==> src/rtl/adcf_pkg.sv <==
package adcf_pkg;

	localparam int unsigned DATA_W = 12;
	localparam int unsigned CH_W = 4;
	localparam int unsigned SLOT_N = 8;
	localparam int unsigned SLOT_IDX_W = 3;
	localparam int unsigned SEL_W = 4;

	// interval field encodings for fixed-channel repeat
	localparam logic [1:0] ITV_EVERY1 = 2'h0;
	localparam logic [1:0] ITV_EVERY4 = 2'h1;
	localparam logic [1:0] ITV_EVERY8 = 2'h2;

	// last slot index of each storage group
	localparam logic [SLOT_IDX_W-1:0] GROUP4_LAST = 3'h3;
	localparam logic [SLOT_IDX_W-1:0] GROUP8_LAST = 3'h7;
	localparam logic [SLOT_IDX_W-1:0] SLOT_FIRST = 3'h0;

	// read select value that addresses the priority result register
	localparam logic [SEL_W-1:0] SEL_PRIORITY = 4'h8;

	localparam logic [DATA_W-1:0] DATA_RST = 12'h000;
	localparam logic [CH_W-1:0] CH_RST = 4'h0;

	typedef struct packed {
		logic result_overrun;
		logic result_valid;
		logic [DATA_W-1:0] data;
	} adcf_result_t;

	localparam adcf_result_t RESULT_RST = '{1'b0, 1'b0, DATA_RST};

	typedef struct packed {
		logic repeat_on;
		logic scan_on;
		logic [1:0] interval;
	} adcf_mode_t;

	typedef struct packed {
		logic done;
		logic top_prio;
		logic scan_last;
		logic [CH_W-1:0] channel;
		logic [DATA_W-1:0] data;
	} adcf_conv_t;

	typedef struct packed {
		logic normal_end;
		logic normal_busy;
		logic priority_end;
		logic priority_busy;
		logic normal_done_irq;
		logic priority_done_irq;
		logic normal_suspended;
		logic [CH_W-1:0] resume_channel;
		logic [SLOT_IDX_W-1:0] group_idx;
	} adcf_state_t;

	localparam adcf_state_t STATE_RST = '{1'b0, 1'b0, 1'b0, 1'b0, 1'b0, 1'b0, 1'b0, CH_RST,
		SLOT_FIRST};

endpackage

==> src/rtl/adcf_slot.sv <==
`timescale 1ns/1ps
module adcf_slot (
	input wire logic CLK,
	input wire logic SYS_RST,
	input wire logic wr_en,
	input wire logic [adcf_pkg::DATA_W-1:0] wr_data,
	input wire logic rd_en,
	output adcf_pkg::adcf_result_t result
);
	import adcf_pkg::*;

	adcf_result_t slot_reg;
	adcf_result_t slot_next;

	always_comb begin
		slot_next = slot_reg;
		if (rd_en) begin
			slot_next.result_valid = 1'b0;
			slot_next.result_overrun = 1'b0;
		end
		if (wr_en) begin
			slot_next.data = wr_data;
			slot_next.result_valid = 1'b1;
			slot_next.result_overrun = slot_reg.result_valid & ~rd_en;
		end
	end

	always_ff @(posedge CLK) begin
		if (SYS_RST) begin
			slot_reg <= RESULT_RST;
		end else begin
			slot_reg <= slot_next;
		end
	end

	assign result = slot_reg;

endmodule

==> src/rtl/adcf_top.sv <==
`timescale 1ns/1ps
// Notes on behaviour
// - normal conversion completion sets the normal end flag for polling.
// - each result carries overrun and valid; good when overrun 0, valid 1.
// - fixed single: interrupt after conversion, end flag set, busy left 0.
// - fixed single: end flag set once the conversion completed.
// - fixed repeat: interval 00/01/10 gives irq and end every 1/4/8; busy 1.
// - scan single: irq and end flag after whole scan; busy then 0.
// - scan repeat: irq and end flag after each scan pass; busy stays 1.
// - priority done: raise priority irq, set priority end, clear priority busy.
// - reading a flag register clears its end flag.
// - inputs 0..7 to slots 0..7; inputs 8..11 reuse slots 0..3.
// - fixed repeat every one: results go to slot 0 only.
// - fixed repeat every four: results fill slots 0..3 in turn.
// - every eight fills slots 0..7; priority results to own register.
// - normal start sets normal busy, held during conversion.
// - priority start sets priority busy; normal busy and end kept.
// - priority start suspends normal sequence; resume from interrupted channel.
// - after last slot of the group, set end flag and wrap to slot 0.
module adcf_top (
	input wire logic CLK,
	input wire logic SYS_RST,
	input adcf_pkg::adcf_mode_t NORMAL_MODE,
	input wire logic NORMAL_START,
	input wire logic [adcf_pkg::CH_W-1:0] NORMAL_CHANNEL,
	input wire logic PRIORITY_START,
	input adcf_pkg::adcf_conv_t CONV,
	input wire logic NORMAL_FLAG_READ,
	input wire logic PRIORITY_FLAG_READ,
	input wire logic RESULT_READ,
	input wire logic [adcf_pkg::SEL_W-1:0] RESULT_READ_SEL,
	output logic NORMAL_END,
	output logic NORMAL_BUSY,
	output logic PRIORITY_END,
	output logic PRIORITY_BUSY,
	output logic NORMAL_DONE_IRQ,
	output logic PRIORITY_DONE_IRQ,
	output logic NORMAL_SUSPEND,
	output logic [adcf_pkg::CH_W-1:0] RESUME_CHANNEL,
	output adcf_pkg::adcf_result_t [adcf_pkg::SLOT_N-1:0] RESULT_SLOTS,
	output adcf_pkg::adcf_result_t PRIORITY_RESULT
);
	import adcf_pkg::*;

	adcf_state_t st_reg;
	adcf_state_t st_next;
	// completion strobes and routing decode
	logic normal_done;
	logic prio_done;
	logic fixed_repeat;
	logic group_last;
	logic [SLOT_IDX_W-1:0] route_idx;
	logic [SLOT_N-1:0] slot_wr;
	logic [SLOT_IDX_W-1:0] group_next;
	logic pass_done;
	logic prio_rd;

	// one shared decode keeps every result register on the same select map
	function automatic logic read_hit(input logic rd, input logic [SEL_W-1:0] sel,
		input logic [SEL_W-1:0] code);
		return rd & (sel == code);
	endfunction

	// the shared completion strobe is split by the priority marker
	assign normal_done = CONV.done & ~CONV.top_prio;
	assign prio_done = CONV.done & CONV.top_prio;
	assign fixed_repeat = NORMAL_MODE.repeat_on & ~NORMAL_MODE.scan_on;
	// a scan pass ends on its flagged last channel, a fixed conversion every time
	assign pass_done = ~NORMAL_MODE.scan_on | CONV.scan_last;
	assign prio_rd = read_hit(RESULT_READ, RESULT_READ_SEL, SEL_PRIORITY);

	// slot choice and group boundary for the current normal result
	always_comb begin
		// channels 8 to 11 fold onto slots 0 to 3 through the low three bits
		route_idx = CONV.channel[SLOT_IDX_W-1:0];
		group_last = 1'b1;
		if (fixed_repeat) begin
			unique case (NORMAL_MODE.interval)
				ITV_EVERY4: begin
					route_idx = st_reg.group_idx;
					group_last = (st_reg.group_idx == GROUP4_LAST);
				end
				ITV_EVERY8: begin
					route_idx = st_reg.group_idx;
					group_last = (st_reg.group_idx == GROUP8_LAST);
				end
				default: begin
					// code 11 is undefined and falls back to every one
					// slot 0 only
					route_idx = SLOT_FIRST;
					group_last = 1'b1;
				end
			endcase
		end
		// the wrapped index is applied only by fixed repeat completions
		group_next = group_last ? SLOT_FIRST : st_reg.group_idx + 3'h1;
	end

	// flag, busy and pulse state for both conversion kinds

	always_comb begin
		st_next = st_reg;
		// irq outputs are one-cycle pulses, dropped unless set again below
		st_next.normal_done_irq = 1'b0;
		st_next.priority_done_irq = 1'b0;
		// clears come first so that a set in the same cycle wins
		// read clears end flag
		if (NORMAL_FLAG_READ) begin
			st_next.normal_end = 1'b0;
		end
		if (PRIORITY_FLAG_READ) begin
			st_next.priority_end = 1'b0;
		end
		if (NORMAL_START) begin
			st_next.normal_busy = 1'b1;
			// a new sequence restarts storage at the first register
			st_next.group_idx = SLOT_FIRST;
		end
		if (PRIORITY_START) begin
			st_next.priority_busy = 1'b1;
			// a normal start during a priority conversion is left to the sequencer
			// suspend and note channel
			if (st_reg.normal_busy) begin
				st_next.normal_suspended = 1'b1;
				// the channel in flight is kept so it is converted again, not skipped
				st_next.resume_channel = NORMAL_CHANNEL;
			end
		end
		if (normal_done) begin
			if (fixed_repeat) begin
				st_next.group_idx = group_next;
				if (group_last) begin
					st_next.normal_end = 1'b1;
					st_next.normal_done_irq = 1'b1;
				end
			end else if (pass_done) begin
				st_next.normal_end = 1'b1;
				st_next.normal_done_irq = 1'b1;
			end
			// single modes drop busy; repeat cleared means stop after this one
			if (!NORMAL_MODE.repeat_on && pass_done) begin
				st_next.normal_busy = 1'b0;
			end
			// scan repeat keeps busy set above
		end
		if (prio_done) begin
			st_next.priority_end = 1'b1;
			st_next.priority_done_irq = 1'b1;
			st_next.priority_busy = 1'b0;
			// suspension ends only once the priority result is in its register
			// resume once stored
			st_next.normal_suspended = 1'b0;
		end
	end

	// synchronous reset returns all state to its reset image
	always_ff @(posedge CLK) begin
		if (SYS_RST) begin
			st_reg <= STATE_RST;
		end else begin
			st_reg <= st_next;
		end
	end

	// only normal completions reach the slots; priority data has its own register
	// channel to slot
	always_comb begin
		slot_wr = '0;
		if (normal_done) begin
			slot_wr[route_idx] = 1'b1;
		end
	end

	// eight normal slots, each with its own read strobe
	genvar gi;
	generate
		for (gi = 0; gi < SLOT_N; gi++) begin : g_slot
			adcf_slot u_slot (
				.CLK(CLK),
				.SYS_RST(SYS_RST),
				.wr_en(slot_wr[gi]),
				.wr_data(CONV.data),
				.rd_en(read_hit(RESULT_READ, RESULT_READ_SEL, SEL_W'(gi))),
				.result(RESULT_SLOTS[gi])
			);
		end
	endgenerate

	// the priority register answers at its own select code only
	// dedicated priority register
	adcf_slot u_prio (
		.CLK(CLK),
		.SYS_RST(SYS_RST),
		.wr_en(prio_done),
		.wr_data(CONV.data),
		.rd_en(prio_rd),
		.result(PRIORITY_RESULT)
	);

	// outputs are taken straight from state bits, never through gates
	assign NORMAL_END = st_reg.normal_end;
	assign NORMAL_BUSY = st_reg.normal_busy;
	assign PRIORITY_END = st_reg.priority_end;
	assign PRIORITY_BUSY = st_reg.priority_busy;
	assign NORMAL_DONE_IRQ = st_reg.normal_done_irq;
	assign PRIORITY_DONE_IRQ = st_reg.priority_done_irq;
	assign NORMAL_SUSPEND = st_reg.normal_suspended;
	assign RESUME_CHANNEL = st_reg.resume_channel;

endmodule

==> config.mk <==
export PLATFORM = sky130hd
export DESIGN_NAME = adcf_top
export DESIGN_NICKNAME = d
export VERILOG_FILES = /design/src/rtl/adcf_pkg.sv /design/src/rtl/adcf_slot.sv /design/src/rtl/adcf_top.sv
export SDC_FILE = /design/constraint.sdc
export NUM_CORES = 1
export LEC_CHECK = 0
export BUFFER_PORTS_ARGS = -buffer_cell sky130_fd_sc_hd__buf_2
export CAP_MARGIN = 20
export CELL_PAD_IN_SITES_DETAIL_PLACEMENT = 1
export CELL_PAD_IN_SITES_GLOBAL_PLACEMENT = 1
export CORE_MARGIN = 2
export CORE_UTILIZATION = 35
export CTS_CLUSTER_DIAMETER = 100
export DETAILED_ROUTE_END_ITERATION = 8
export GPL_ROUTABILITY_DRIVEN = 0
export PLACE_DENSITY_LB_ADDON = 0.3
export SYNTH_ARGS = -nofsm -noshare
export SYNTH_HDL_FRONTEND = slang
export SYNTH_SLANG_ARGS = --single-unit
==> constraint.sdc <==
create_clock -name CLK -period 1.6 [get_ports CLK]
set_input_delay 0.08 -clock CLK [delete_from_list [all_inputs] [get_ports CLK]]
set_output_delay 0.08 -clock CLK [all_outputs]
set_load 0.01 [all_outputs]
* Word-level counts from Yosys, hierarchy flattened
Cells that the tools add are included.
** Storage, ports and cells
- Register bits :: 140
- Input bits :: 38
- Output and inout bits :: 137
- Logic and storage cells :: 148
** Cells by class
- $add $sub $neg :: 1
- Magnitude comparators :: 2
- Equal/unequal tests :: 12
- Mux-type cells :: 45
- Bitwise logic cells :: 34
- Reduce and logical (&&, ||, !) cells :: 18
** Operator list (count)
- $mux W14 :: 9
- $mux W2 :: 12
- $and A1 B1 Y1 :: 21
- $reduce_bool A2 Y1 :: 10
- $mux W3 :: 6
- $eq A4 B3 Y1 const B :: 4
- $mux W1 :: 13
- $not A1 Y1 :: 12
- $mux W5 :: 2
- $eq A4 B2 Y1 const B :: 2
- $mux W8 :: 1
- $reduce_or A2 Y1 :: 3
- $eq A4 B1 Y1 const B :: 1
- $eq A4 B4 Y1 const B :: 1
- $logic_not A4 Y1 :: 1
- $lt A3 B4 Y1 const B :: 1
- $add A3 B1 Y3 const B :: 1
- $demux W1 S3 :: 1
- $eq A3 B2 Y1 const B :: 1
- $eq A3 B3 Y1 const B :: 1
- $ge A3 B1 Y1 const B :: 1
- $eq A2 B1 Y1 const B :: 1
- $eq A2 B2 Y1 const B :: 1
- $logic_and A1 B1 Y1 :: 2
- other kinds (4) :: 4

* Logic depth before layout (Yosys ltp)
Gate-level depths: netlist of the first run.
- Depth after elaboration :: 10
- Gate-level depth with buffers :: 8
- Mapped depth without buffers :: 6

* By module
A second synthesis of the first run with hierarchy kept.
** Second synthesis, totals
- Cells, all modules :: 516
- Area total of the unflattened synthesis :: 5479.0 µm²
** By module, submodules not included
- adcf_slot :: times used 9, cells each 46, area each 511.7 µm², seq. area each 280.3 µm²
- adcf_top :: times used 1, cells each 102, area each 873.3 µm², seq. area each 280.3 µm²

* Least setup slack after synthesis of the first run
Ideal clock, no wire load.
- Kind :: input port to flip-flop
- Start point :: input port NORMAL_MODE[0] (netlist name)
- End point :: register g_slot[7].u_slot.slot_reg, in the netlist g_slot[7].u_slot.result[10]
- Setup time :: 0.072 ns
- Arrival :: 1.566 ns
- Required time :: 1.528 ns
- Path slack :: -0.037 ns
- Stages on the path :: 8
- Buffers on the path :: 2
- Cell sequence :: inv_1 -> ha_1 -> and4bb_2 -> a21o_1 -> and4_4 -> buf_6 -> buf_12 -> mux2i_1
** On the way
- Longest elaborated chain between the ends :: 9
- Elaborated cells between the ends (all ways) :: 11
- Classes of those cells :: order compare (2); eq/ne (2); mux (5); reduce/logical (2)
** Ends and longest elaborated chain
- from (decl) :: RTL line adcf_top.sv:23 : input adcf_pkg::adcf_mode_t NORMAL_MODE,
- $eq A2 B2 Y1 or $eq A2 B1 Y1 (tied branches) :: RTL line adcf_top.sv:78 : unique case (NORMAL_MODE.interval)
- $reduce_or A2 Y1 (no source line) *
- $mux W3 * :: RTL line adcf_top.sv:78
- $mux W3 * :: RTL line adcf_top.sv:77 : if (fixed_repeat) begin
- $lt A3 B4 Y1 (implied by the code) or $ge A3 B1 Y1 (tied branches) :: RTL line adcf_top.sv:170 : slot_wr[route_idx] = 1'b1;
- $logic_and A1 B1 Y1 (implied by the code) :: RTL line adcf_top.sv:170
- $mux W1 (implied by the code) :: RTL line adcf_top.sv:170
- $demux W1 S3 * :: RTL line adcf_top.sv:170
- $mux W8 * :: RTL line adcf_top.sv:169 : if (normal_done) begin
- to (signal assigned) :: RTL line adcf_slot.sv:32 : slot_reg <= slot_next;
- to (decl) :: RTL line adcf_slot.sv:12 : adcf_result_t slot_reg;
Every way passes the cells marked *; elsewhere a longest branch is shown, timed or not.
A chain may end at the register's enable or synchronous reset.

* Final worst setup path of the first run
- Start point :: register st_reg[2] (netlist name)
- End point :: register g_slot[3].u_slot.slot_reg, in the netlist g_slot[3].u_slot.result[6]
** On the way
- Longest elaborated chain between the ends :: 7
- Elaborated cells between the ends (all ways) :: 8
- Classes of those cells :: order compare (2); mux (5); reduce/logical (1)
** Ends and longest elaborated chain
- from (decl) :: RTL line adcf_top.sv:45 : adcf_state_t st_reg;
- from (signal assigned) :: RTL line adcf_top.sv:161 : st_reg <= st_next;
- $mux W3 * :: RTL line adcf_top.sv:78
- $mux W3 * :: RTL line adcf_top.sv:77
- $lt A3 B4 Y1 (implied by the code) or $ge A3 B1 Y1 (tied branches) :: RTL line adcf_top.sv:170
- $logic_and A1 B1 Y1 (implied by the code) :: RTL line adcf_top.sv:170
- $mux W1 (implied by the code) :: RTL line adcf_top.sv:170
- $demux W1 S3 * :: RTL line adcf_top.sv:170
- $mux W8 * :: RTL line adcf_top.sv:169
- to (signal assigned) :: RTL line adcf_slot.sv:32
- to (decl) :: RTL line adcf_slot.sv:12
Marked as above.

==> run metrics, run 1 <==
Post-synth EDFFs 0; Mean Syn Cell Area 10.20 um^2; Setup WS pre-CTS -0.1766 ns; initial drt markers 225; Core Area 15940 um^2; crit path DAT 1.86 ns; GRT Total Usage 20.66%; vias post-DR 4691; Std-Cell Rows 46; Final Skew 0.005301 ns; Die Ht 131.8 um; WP data required 1.89 ns; initial antenna violation count 0; Max-Cap Viols 0; fin. max-slew vios 0; CP Capture Type register; Final Power 7.891 mW; critical path launch point type register; final worst slack 0.02321 ns; Post-Place Cells 923; Max Buffers Root-to-Sink 2; clock transition at the registers of the reported paths 0.06 ns; Power per Cell Area 1029 nW/um^2; synth warn 0; commonest non-fill, non-tap cell in the layout buf_2; Synth Instances 561; slowest stage delay, CP 0.35 ns; quantity of I/O buffers inserted on ports 173; 1st-pass router iterations 4; total CTS buffers 17; Crit-path slowest cell dfxtp_1; final net count 796; clk_lat worst skew 0.43 ns; final hold violation count 0; area delta synth->final 34.06%; post-route ant nets 0; CP Cell Sequence nor2b_1 > buf_4 > mux2i_4 > nand4_2 > buf_12 > mux2i_1; fin cells 983; Synth Flop Type dfxtp_1; count of final setup violators 0; Fin Hold WS 0.03762 ns; count of cell types in the netlist 42; critical path class reg2reg; Die W 131.8 um; number of diodes 0; Net Count, Synth 601; Root Buffer clkbuf_16; global route total overflow 0; worst slew pin tran 0.6147 ns; hold crit path type in2reg; minimum clock period after layout 1.577 ns; Buf/Inv on CP 2; fin crit share 98.55%; outcome finished, final reports clean; Final TNS setup 0 ns; layout cells sized above 1 31.55%; HPWL Detailed 12130 um; CTS tree yes; num ports 175; WL per Instance 17.81 um; Seq/Total Area, Yosys 48.99%; leakage 3.901 nW; CP Max Fanout 12; first-pass GRT wire length 27860 um; Peak VDD IR 0.0007599 V; R2R setup slack 0.02 ns; die area 17380 um^2; Slew HR 59.02%; max reg flops 112; post-DR vias/cell 4.772; starting density of the core 35.88%; clk sinks 140; most frequent cells in the layout buf_2, dfxtp_1, nand2b_1; drt total wl 17510 um; highest clock rate 0.6342 GHz; largest net degree at the start of global routing 59; H-tree depth 4; # DRC 0; unrepaired setup endpoints after global routing yes; Post-synth ARST share 0%; Crit path max-delay family simple AND/OR/NAND/NOR gates; Syn Std Cell Area 5720 um^2; vias in the first global route 5153; #FFs+latches synth 140
[per-stage QoR]
stage	util (%)	area (um^2)
CTS	47.99	7651
detailed placement	42.74	6814
global placement	42.74	6814
floorplan	-	5733
global route	48.10	7669
finish	48.10	7669
[tightest hold or removal path: cells and delay by family]
family / cells / cell delay, ns
AOI/OAI and AO/OA: 1 / 0.08
buffers and inverters: 1 / 0.11
and+or+nand+nor: 2 / 0.14
[report_power, final]
group          total [mW]  switching [mW]  internal [mW]
Sequential           3.60          0.0442           3.56
Combinational       0.644           0.354          0.289
Clock                3.65            1.46           2.18
Total                7.89            1.86           6.03
[repair_timing]
item	4_1_cts	5_1_grt
hold buffers	26	0
pin swaps	1	3
buffers inserted	3	1
gates resized for setup	1	4
endpoints found under the setup margin	14	90
gates cloned	0	0
hold endpoints to repair	21	0
[synthesized netlist by cell type, types with 4 or more instances]
master,number,share of area [%]
dfxtp_1,140,49
nand2b_1,112,12
mux2i_1,104,18
nand2_1,62,4.1
a21oi_1,33,2.9
clkbuf_1,16,1.0
buf_1,14,0.92
buf_4,7,0.92
inv_1,7,0.46
buf_6,6,1.2
nor2_1,6,0.39
nand3_1,5,0.44
nor2b_1,5,0.55
nand3_2,4,0.70
[logic make-up after synthesis]
kind of cell / Yosys count / synth area share (%)
fa+ha+maj: 2 / 0.4374
simple gates: 209 / 20.71
flops: 140 / 48.99
compound gates: 48 / 5.140
xor+xnor: 1 / 0.1531
mux: 108 / 19.51
buf+inv: 53 / 5.053
[final cells by class]
| type | count | area [um^2] |
|---|---|---|
| inverter | 7 | 26.28 |
| sequential | 140 | 2804 |
| clock buffer | 22 | 464.2 |
| multi-input combinational | 368 | 2649 |
| tap | 216 | 270.3 |
| fill | 1822 | 8274 |
| timing repair buffer | 222 | 1385 |
| clock inverter | 8 | 70.07 |
[metal layers]
metal  routed length, um  track usage (%)  vias up
li1                    -                -     2246
met1                7275            23.16     2290
met2                8966            36.88      124
met3                 815            5.459       31
met4                 449            9.058        0
met5                   0                0        -
[final timing paths]
path                    startpoint                    endpoint  cells after the start
setup / recovery         st_reg[2]  g_slot[3].u_slot.result[6]                      6
hold / removal      NORMAL_MODE[2]             NORMAL_DONE_IRQ                      4
setup reg to reg         st_reg[2]  g_slot[3].u_slot.result[6]                      6
hold reg to reg   u_prio.result[2]            u_prio.result[2]                      2
Note: power is estimated with default switching activity, not from simulation.
==> run 2: changes to the inputs <==
ABC_AREA = 1   (was default)
CORE_UTILIZATION = 32   (was 35)
==> run 2 against run 1 <==
Compared with the run above: setup slack gained 0.11 ns; final area increased by 3.1%; highest routed layer is now met5; clock skew rose by 0.0021 ns; non-clock buffer count fell by 3; routed wire length increased by 17%; clock power rose by 15%; die area up 11%; flip-flop and latch count is the same; combinational power increased by 46%.
==> run metrics, run 2 <==
outcome finished, final reports clean; critical path launch point type primary input; commonest non-fill, non-tap cell in the layout nor2_1; vias in the first global route 5737 (+11%); #FFs+latches synth 140 (unchanged); top-count cell post-synth nor2_1; final net count 1047 (+32%); reg-to-reg critical path startpoint st_reg[0]; Root Buffer clkbuf_16; largest family of logic cells by synthesized area simple AND/OR/NAND/NOR gates; count of final setup violators 0 (unchanged); Combinational Power Share 10.8% (+2.6 points); Core Area 17900 um^2 (+12%); Worst Reg-to-Reg Cells 9 (+3); simple-gate share of the synthesized area 39.76% (+19 points); WL per Instance 16.39 um (-8.0%); Psw 2.178 mW (+17%); Net Count, Synth 856 (+42%); largest net degree at the start of global routing 61 (+3.4%); Final Power 8.757 mW (+11%); final hold violation count 0 (unchanged); num ports 175 (unchanged); fin. max-slew vios 0 (unchanged); post-route ant nets 0 (unchanged); post-synthesis mux area share 0% (-20 points); sw frac 24.87% (+1.3 points); fin cells 1250 (+27%); Synth top cells by count nor2_1, nand2_1, dfxtp_1; initial antenna violation count 2 (+2); HPWL Detailed 13590 um (+12%); # fillers 2322 (+27%); global route total overflow 0 (unchanged); Synth Area in XOR/XNOR 0.1506% (-0.0025 points); R2R setup slack 0.16 ns (+0.14 ns); count of cell types in the netlist 25 (-40%); WHS Path Cells 5 (+1); Mean Syn Cell Area 7.127 um^2 (-30%); ranking of synthesized cells by area dfxtp_1, nor2_1, nand2_1; clk sinks 140 (unchanged); Max-Cap Viols 0 (unchanged); Die W 138.8 um (+5.3%); total CTS buffers 17 (unchanged); CP Capture Type register; leakage 3.781 nW (-3.1%); most frequent cells in the layout nor2_1, buf_2, nand2_1; drt total wl 20490 um (+17%); Max Buffers Root-to-Sink 2 (unchanged); Synth Flop Type dfxtp_1; Synth top area share 48.19% (-0.80 points); CTS tree yes; vias post-DR 5811 (+24%); Setup Buffers After CTS 0 (-3); layout cells sized above 1 26.67% (-4.9 points); first-pass GRT wire length 32080 um (+15%); clock transition at the registers of the reported paths 0.06 ns (about the same); CP Launch Point SYS_RST; die area 19270 um^2 (+11%); minimum clock period after layout 1.469 ns (-0.1074 ns); # DRC 0 (unchanged); Post-synth ARST share 0% (unchanged); worst slew pin tran 0.5220 ns (-0.09267 ns); Slew HR 64.98% (+6.0 points); H-tree depth 4 (unchanged); HP Start NORMAL_MODE[3]; post-DR vias/cell 4.649 (-2.6%); Power per Cell Area 1107 nW/um^2 (+7.6%); critical path class in2reg; Peak VDD IR 0.0007097 V (-6.6%); max reg flops 112 (unchanged); highest clock rate 0.6806 GHz (+7.3%); Std-Cell Rows 49 (+6.5%); 1st-pass router iterations 7 (+3); crit path DAT 1.83 ns (-0.03 ns); Syn Std Cell Area 5816 um^2 (+1.7%); WP data required 1.96 ns (+0.07 ns); fin crit share 91.84% (-6.7 points); Die Ht 138.8 um (+5.3%); clk_lat worst skew 0.42 ns (about the same); hold crit path type in2reg; GRT Total Usage 21.42% (+0.75 points); CP Max Fanout 14 (+2); quantity of I/O buffers inserted on ports 173 (unchanged); Synth Instances 816 (+45%); Post-synth EDFFs 0 (unchanged); sequential power share 41.4% (-4.3 points); Final Skew 0.007434 ns (+0.002132 ns); area leader, netlist dfxtp_1; synth warn 0 (unchanged); starting density of the core 32.49% (-3.4 points); area delta synth->final 35.97%; initial drt markers 319 (+42%); Clock power frac 47.8% (+1.6 points); unrepaired setup endpoints after global routing no; Compound-Gate Fraction of Synth Area 3.399% (-1.7 points); P_int 6.579 mW (+9.1%); final core utilization 44.17% (-3.9 points); Seq/Total Area, Yosys 48.19% (-0.80 points); Post-Place Cells 1206 (+31%); adder-cell share of the synthesized area 0.4303% (-0.0072 points)
==> run 2: timing repair <==
| action | in CTS | in global routing |
|---|---|---|
| endpoints found under the setup margin | 0 | 22 |
| hold buffers | 11 | 0 |
| gates resized for setup | 0 | 2 |
| endpoints found under the hold margin | 11 | 0 |
==> run 2: through the flow <==
step	cell area, um^2	hold WS (ns)	setup slack (ns)	TNS, ns
after floorplan	5816	0.1749	0.1708	0
after global placement	7164	0.2672	-0.01724	-0.1886
after detailed placement	7164	0.2782	-0.02462	-0.2108
after CTS	7904	0.02086	0.1081	0
after global routing	7908	0.02705	0.01140	0
final	7908	0.03065	0.1306	0
==> run 2: final cells by class <==
cell class / instances / area, um^2 / share of cell area [%]
diodes: 1 / 2.502 / 0.03165
clock buffers: 22 / 494.2 / 6.250
clock inverters: 10 / 135.1 / 1.709
inverters: 47 / 177.7 / 2.247
multi-input cells: 582 / 2556 / 32.33
flip-flops and latches: 140 / 2804 / 35.46
well taps: 229 / 286.5 / 3.623
repair buffers: 219 / 1451 / 18.35
==> run 2: final timing paths <==
kind                                     end
setup / recovery                PRIORITY_END
hold reg to reg             u_prio.result[9]
setup reg to reg  g_slot[5].u_slot.result[2]
hold / removal                   NORMAL_BUSY
==> run 2: critical path: stages <==
cell and delay [ns]:
dlygate4sd3_1 0.56, buf_2 0.16, nor2_1 0.20, inv_2 0.16, o31ai_1 0.10, dlygate4sd3_1 0.57
==> run 2: power by group through the flow <==
stage	sequential, mW	combinational [mW]	clock [mW]
floorplan	3.74	0.488	0
global placement	3.70	0.913	0
detailed placement	3.70	0.925	0
finish	3.63	0.943	4.19
CTS	3.63	0.950	4.27
global route	3.64	1.04	4.43
==> run 2: kinds of logic (layout without fill, tap and decap cells) <==
logic type | count (synthesis) | after routing
buf+inv | 94 | 298
fa+ha+maj | 2 | 2
simple gates | 542 | 542
xor+xnor | 1 | 1
flops | 140 | 140
other cells | 0 | 1
compound gates | 37 | 37
==> run 2: per-layer routing <==
| layer | wire length (um) | vias to the layer above | share of wire (%) | GRT usage, % |
|---|---|---|---|---|
| met2 | 10150 | 132 | 50 | 37.10 |
| met3 | 896 | 22 | 4.4 | 4.006 |
| met5 | 11 | - | 0.054 | 0 |
| met4 | 308 | 2 | 1.5 | 6.061 |
| li1 | - | 2920 | - | - |
| met1 | 9121 | 2735 | 45 | 27.28 |
==> run 3: changes to the inputs <==
SYNTH_HIERARCHICAL = 1   (was default)
==> run 3 against run 2 <==
Compared with the run above: synthesized area is 6.9% lower; highest routed layer is now met4; routed wire length fell by 11%; largest cell class unchanged; clock skew about the same; flip-flop and latch count unchanged; final cell count is 9.1% lower; critical path type is now reg2reg; combinational power down 30%.
==> run metrics, run 3 <==
outcome finished, final reports clean; max reg flops 112 (unchanged); final net count 943 (-9.9%); commonest non-fill, non-tap cell in the layout nor2_1; GRT Total Usage 20.64% (-0.78 points); post-DR vias/cell 4.617 (-0.68%); Syn Std Cell Area 5413 um^2 (-6.9%); starting density of the core 32.64% (+0.15 points); vias post-DR 5245 (-9.7%); area delta synth->final 33.33%; Crit-path slowest cell dfxtp_2; global route total overflow 0 (unchanged); fin cells 1136 (-9.1%); most frequent cells in the layout nor2_1, buf_2, dfxtp_1; #FFs+latches synth 140 (unchanged); drt total wl 18320 um (-11%); Post-synth EDFFs 0 (unchanged); final hold violation count 0 (unchanged); CP Cell Sequence nand2_1 > o21ai_0 > nand2_1 > nor2_1 > inv_2 > nor2_1 > nor2_1; synth warn 6 (+6); number of diodes 0 (-1); post-route ant nets 0 (unchanged); 1st-pass router iterations 4 (-3); Peak VDD IR 0.0006654 V (-6.2%); sequential power share 42.6% (+1.2 points); Die W 134.1 um (-3.4%); count of final setup violators 0 (unchanged); Std-Cell Rows 47 (-4.1%); clock transition at the registers of the reported paths 0.05 ns (about the same); highest clock rate 0.7078 GHz (+4.0%); Seq/Total Area, Yosys 51.78% (+3.6 points); Combinational Power Share 7.7% (-3.1 points); Power per Cell Area 1189 nW/um^2 (+7.4%); Synth top cells by count nor2_1, dfxtp_1, o21ai_0; Net Count, Synth 752 (-12%); clk sinks 140 (unchanged); hold crit path type in2reg; WL per Instance 16.12 um (-1.6%); Core Area 16580 um^2 (-7.4%); critical path launch point type register; layout cells sized above 1 27.62% (+0.95 points); # DRC 0 (unchanged); CP Launch Point st_reg[1]; Post-synth ARST share 0% (unchanged); HP Start NORMAL_START; Post-Place Cells 1094 (-9.3%); worst slew pin tran 0.3941 ns (-0.1279 ns); crit path DAT 1.71 ns (-0.12 ns); num ports 175 (unchanged); first-pass GRT wire length 28460 um (-11%); vias in the first global route 5248 (-8.5%); top-count cell post-synth nor2_1; CP Max Fanout 15 (+1); fin. max-slew vios 0 (unchanged); largest net degree at the start of global routing 18 (-70%); unrepaired setup endpoints after global routing yes; quantity of I/O buffers inserted on ports 173 (unchanged); initial antenna violation count 0 (-2); Final Skew 0.007900 ns (+0.0004667 ns); H-tree depth 4 (unchanged); count of cell types in the netlist 20 (-20%); sw frac 23.11% (-1.8 points); clk_lat worst skew 0.41 ns (about the same); Mean Syn Cell Area 7.602 um^2 (+6.7%); Synth Instances 712 (-13%); WP data required 1.90 ns (-0.06 ns); P_int 6.599 mW (+0.30%); Clock power frac 49.8% (+2.0 points); ranking of synthesized cells by area dfxtp_1, nor2_1, o21ai_0; Synth Flop Type dfxtp_1; Max Buffers Root-to-Sink 2 (unchanged); Die Ht 134.1 um (-3.4%); total CTS buffers 17 (unchanged); reg-to-reg critical path startpoint st_reg[1]; CTS tree yes; area leader, netlist dfxtp_1; leakage 3.774 nW (-0.17%); Max-Cap Viols 0 (unchanged); CP Capture Type register; minimum clock period after layout 1.413 ns (-0.05643 ns); fin crit share 88.31% (-3.5 points); initial drt markers 240 (-25%); final core utilization 43.52% (-0.65 points); DP Area 6466 um^2 (-9.7%); Slew HR 73.61% (+8.6 points); Setup Buffers After CTS 0 (unchanged); slowest stage delay, CP 0.36 ns (-0.21 ns); Synth top area share 51.78% (+3.6 points); CP most frequent cell nor2_1; critical path class reg2reg; Psw 1.983 mW (-8.9%); die area 17970 um^2 (-6.7%); Root Buffer clkbuf_16; Layout Cell Area excl Fill 7217 um^2 (-8.7%); HPWL Detailed 12680 um (-6.7%)
==> run 3: cell count changes in the layout (fill, tap and decap cells not counted), sizes merged, moves of 14 or more <==
cell,previous run,this run
inv,35,60
buf,208,193
nor2,251,279
nand2,173,56
o21ai,21,118
nand3,114,7
clkinv,18,4
==> run 3: final timing paths <==
path              depth (start not counted)  slack, ns                          end
setup / recovery                          7       0.19  g_slot[6].u_slot/result[10]
hold / removal                            4       0.01                    st_reg[1]
setup reg to reg                          7       0.19  g_slot[6].u_slot/result[10]
hold reg to reg                           2       0.48            RESUME_CHANNEL[2]
==> run 3: power by group through the flow <==
| stage | Sequential (mW) | Clock [mW] | Combinational, mW |
|---|---|---|---|
| floorplan | 3.77 | 0 | 0.286 |
| global placement | 3.73 | 0 | 0.633 |
| detailed placement | 3.73 | 0 | 0.644 |
| CTS | 3.65 | 4.36 | 0.666 |
| global route | 3.66 | 4.51 | 0.729 |
| finish | 3.65 | 4.27 | 0.658 |
==> run 3: worst max-delay path, delay by kind of cell (launching register included) <==
| kind | cells | cell delay [ns] |
|---|---|---|
| buffers and inverters | 1 | 0.20 |
| AND/OR/NAND/NOR | 5 | 0.65 |
| AO/OA/AOI/OAI | 1 | 0.10 |
| flip-flops | 1 | 0.36 |
==> run 3: timing repair <==
action / CTS / global route
setup endpoints to repair: 0 / 34
endpoints found under the hold margin: 9 / 0
resized for setup: 0 / 3
hold buffers: 10 / 0
==> run 3: cells by family (layout without fill, tap and decap cells) <==
kind of cell | count (synthesis) | after routing | synth area share, %
compound gates | 136 | 136 | 13.41
fa+ha+maj | 2 | 2 | 0.4622
buf+inv | 90 | 294 | 9.639
flops | 140 | 140 | 51.78
simple gates | 344 | 344 | 24.71
==> run 3: metal layers <==
layer  vias up  track usage [%]  share of wire, %
li1       2607                -                 -
met1      2505            26.48                45
met2       115            34.64                48
met3        18            5.329               5.8
met4         0            5.439               1.2
met5         -                0                 0
==> run 3: final cells by class <==
class	count	area, um^2
Sequential cell	140	2804
Tap cell	220	275.3
Fill cell	2140	9366
Multi-Input combinational cell	482	2093
Clock buffer	22	484.2
Inverter	59	221.5
Timing Repair Buffer	203	1179
Clock inverter	10	160.2
==> run 3: per-stage QoR <==
stage / worst slack, ns / total power [mW] / hold WS, ns / TNS, ns
4_1_cts: 0.03852 / 8.678 / 0.005147 / 0
5_1_grt: -0.002965 / 8.900 / 0.04517 / -0.002965
3_3_place_gp: -0.1570 / 4.360 / 0.3226 / -11.09
6_report: 0.1871 / 8.583 / 0.01257 / 0
2_1_floorplan: 0.1160 / 4.053 / 0.1424 / 0
3_5_place_dp: -0.2030 / 4.372 / 0.3347 / -14.43
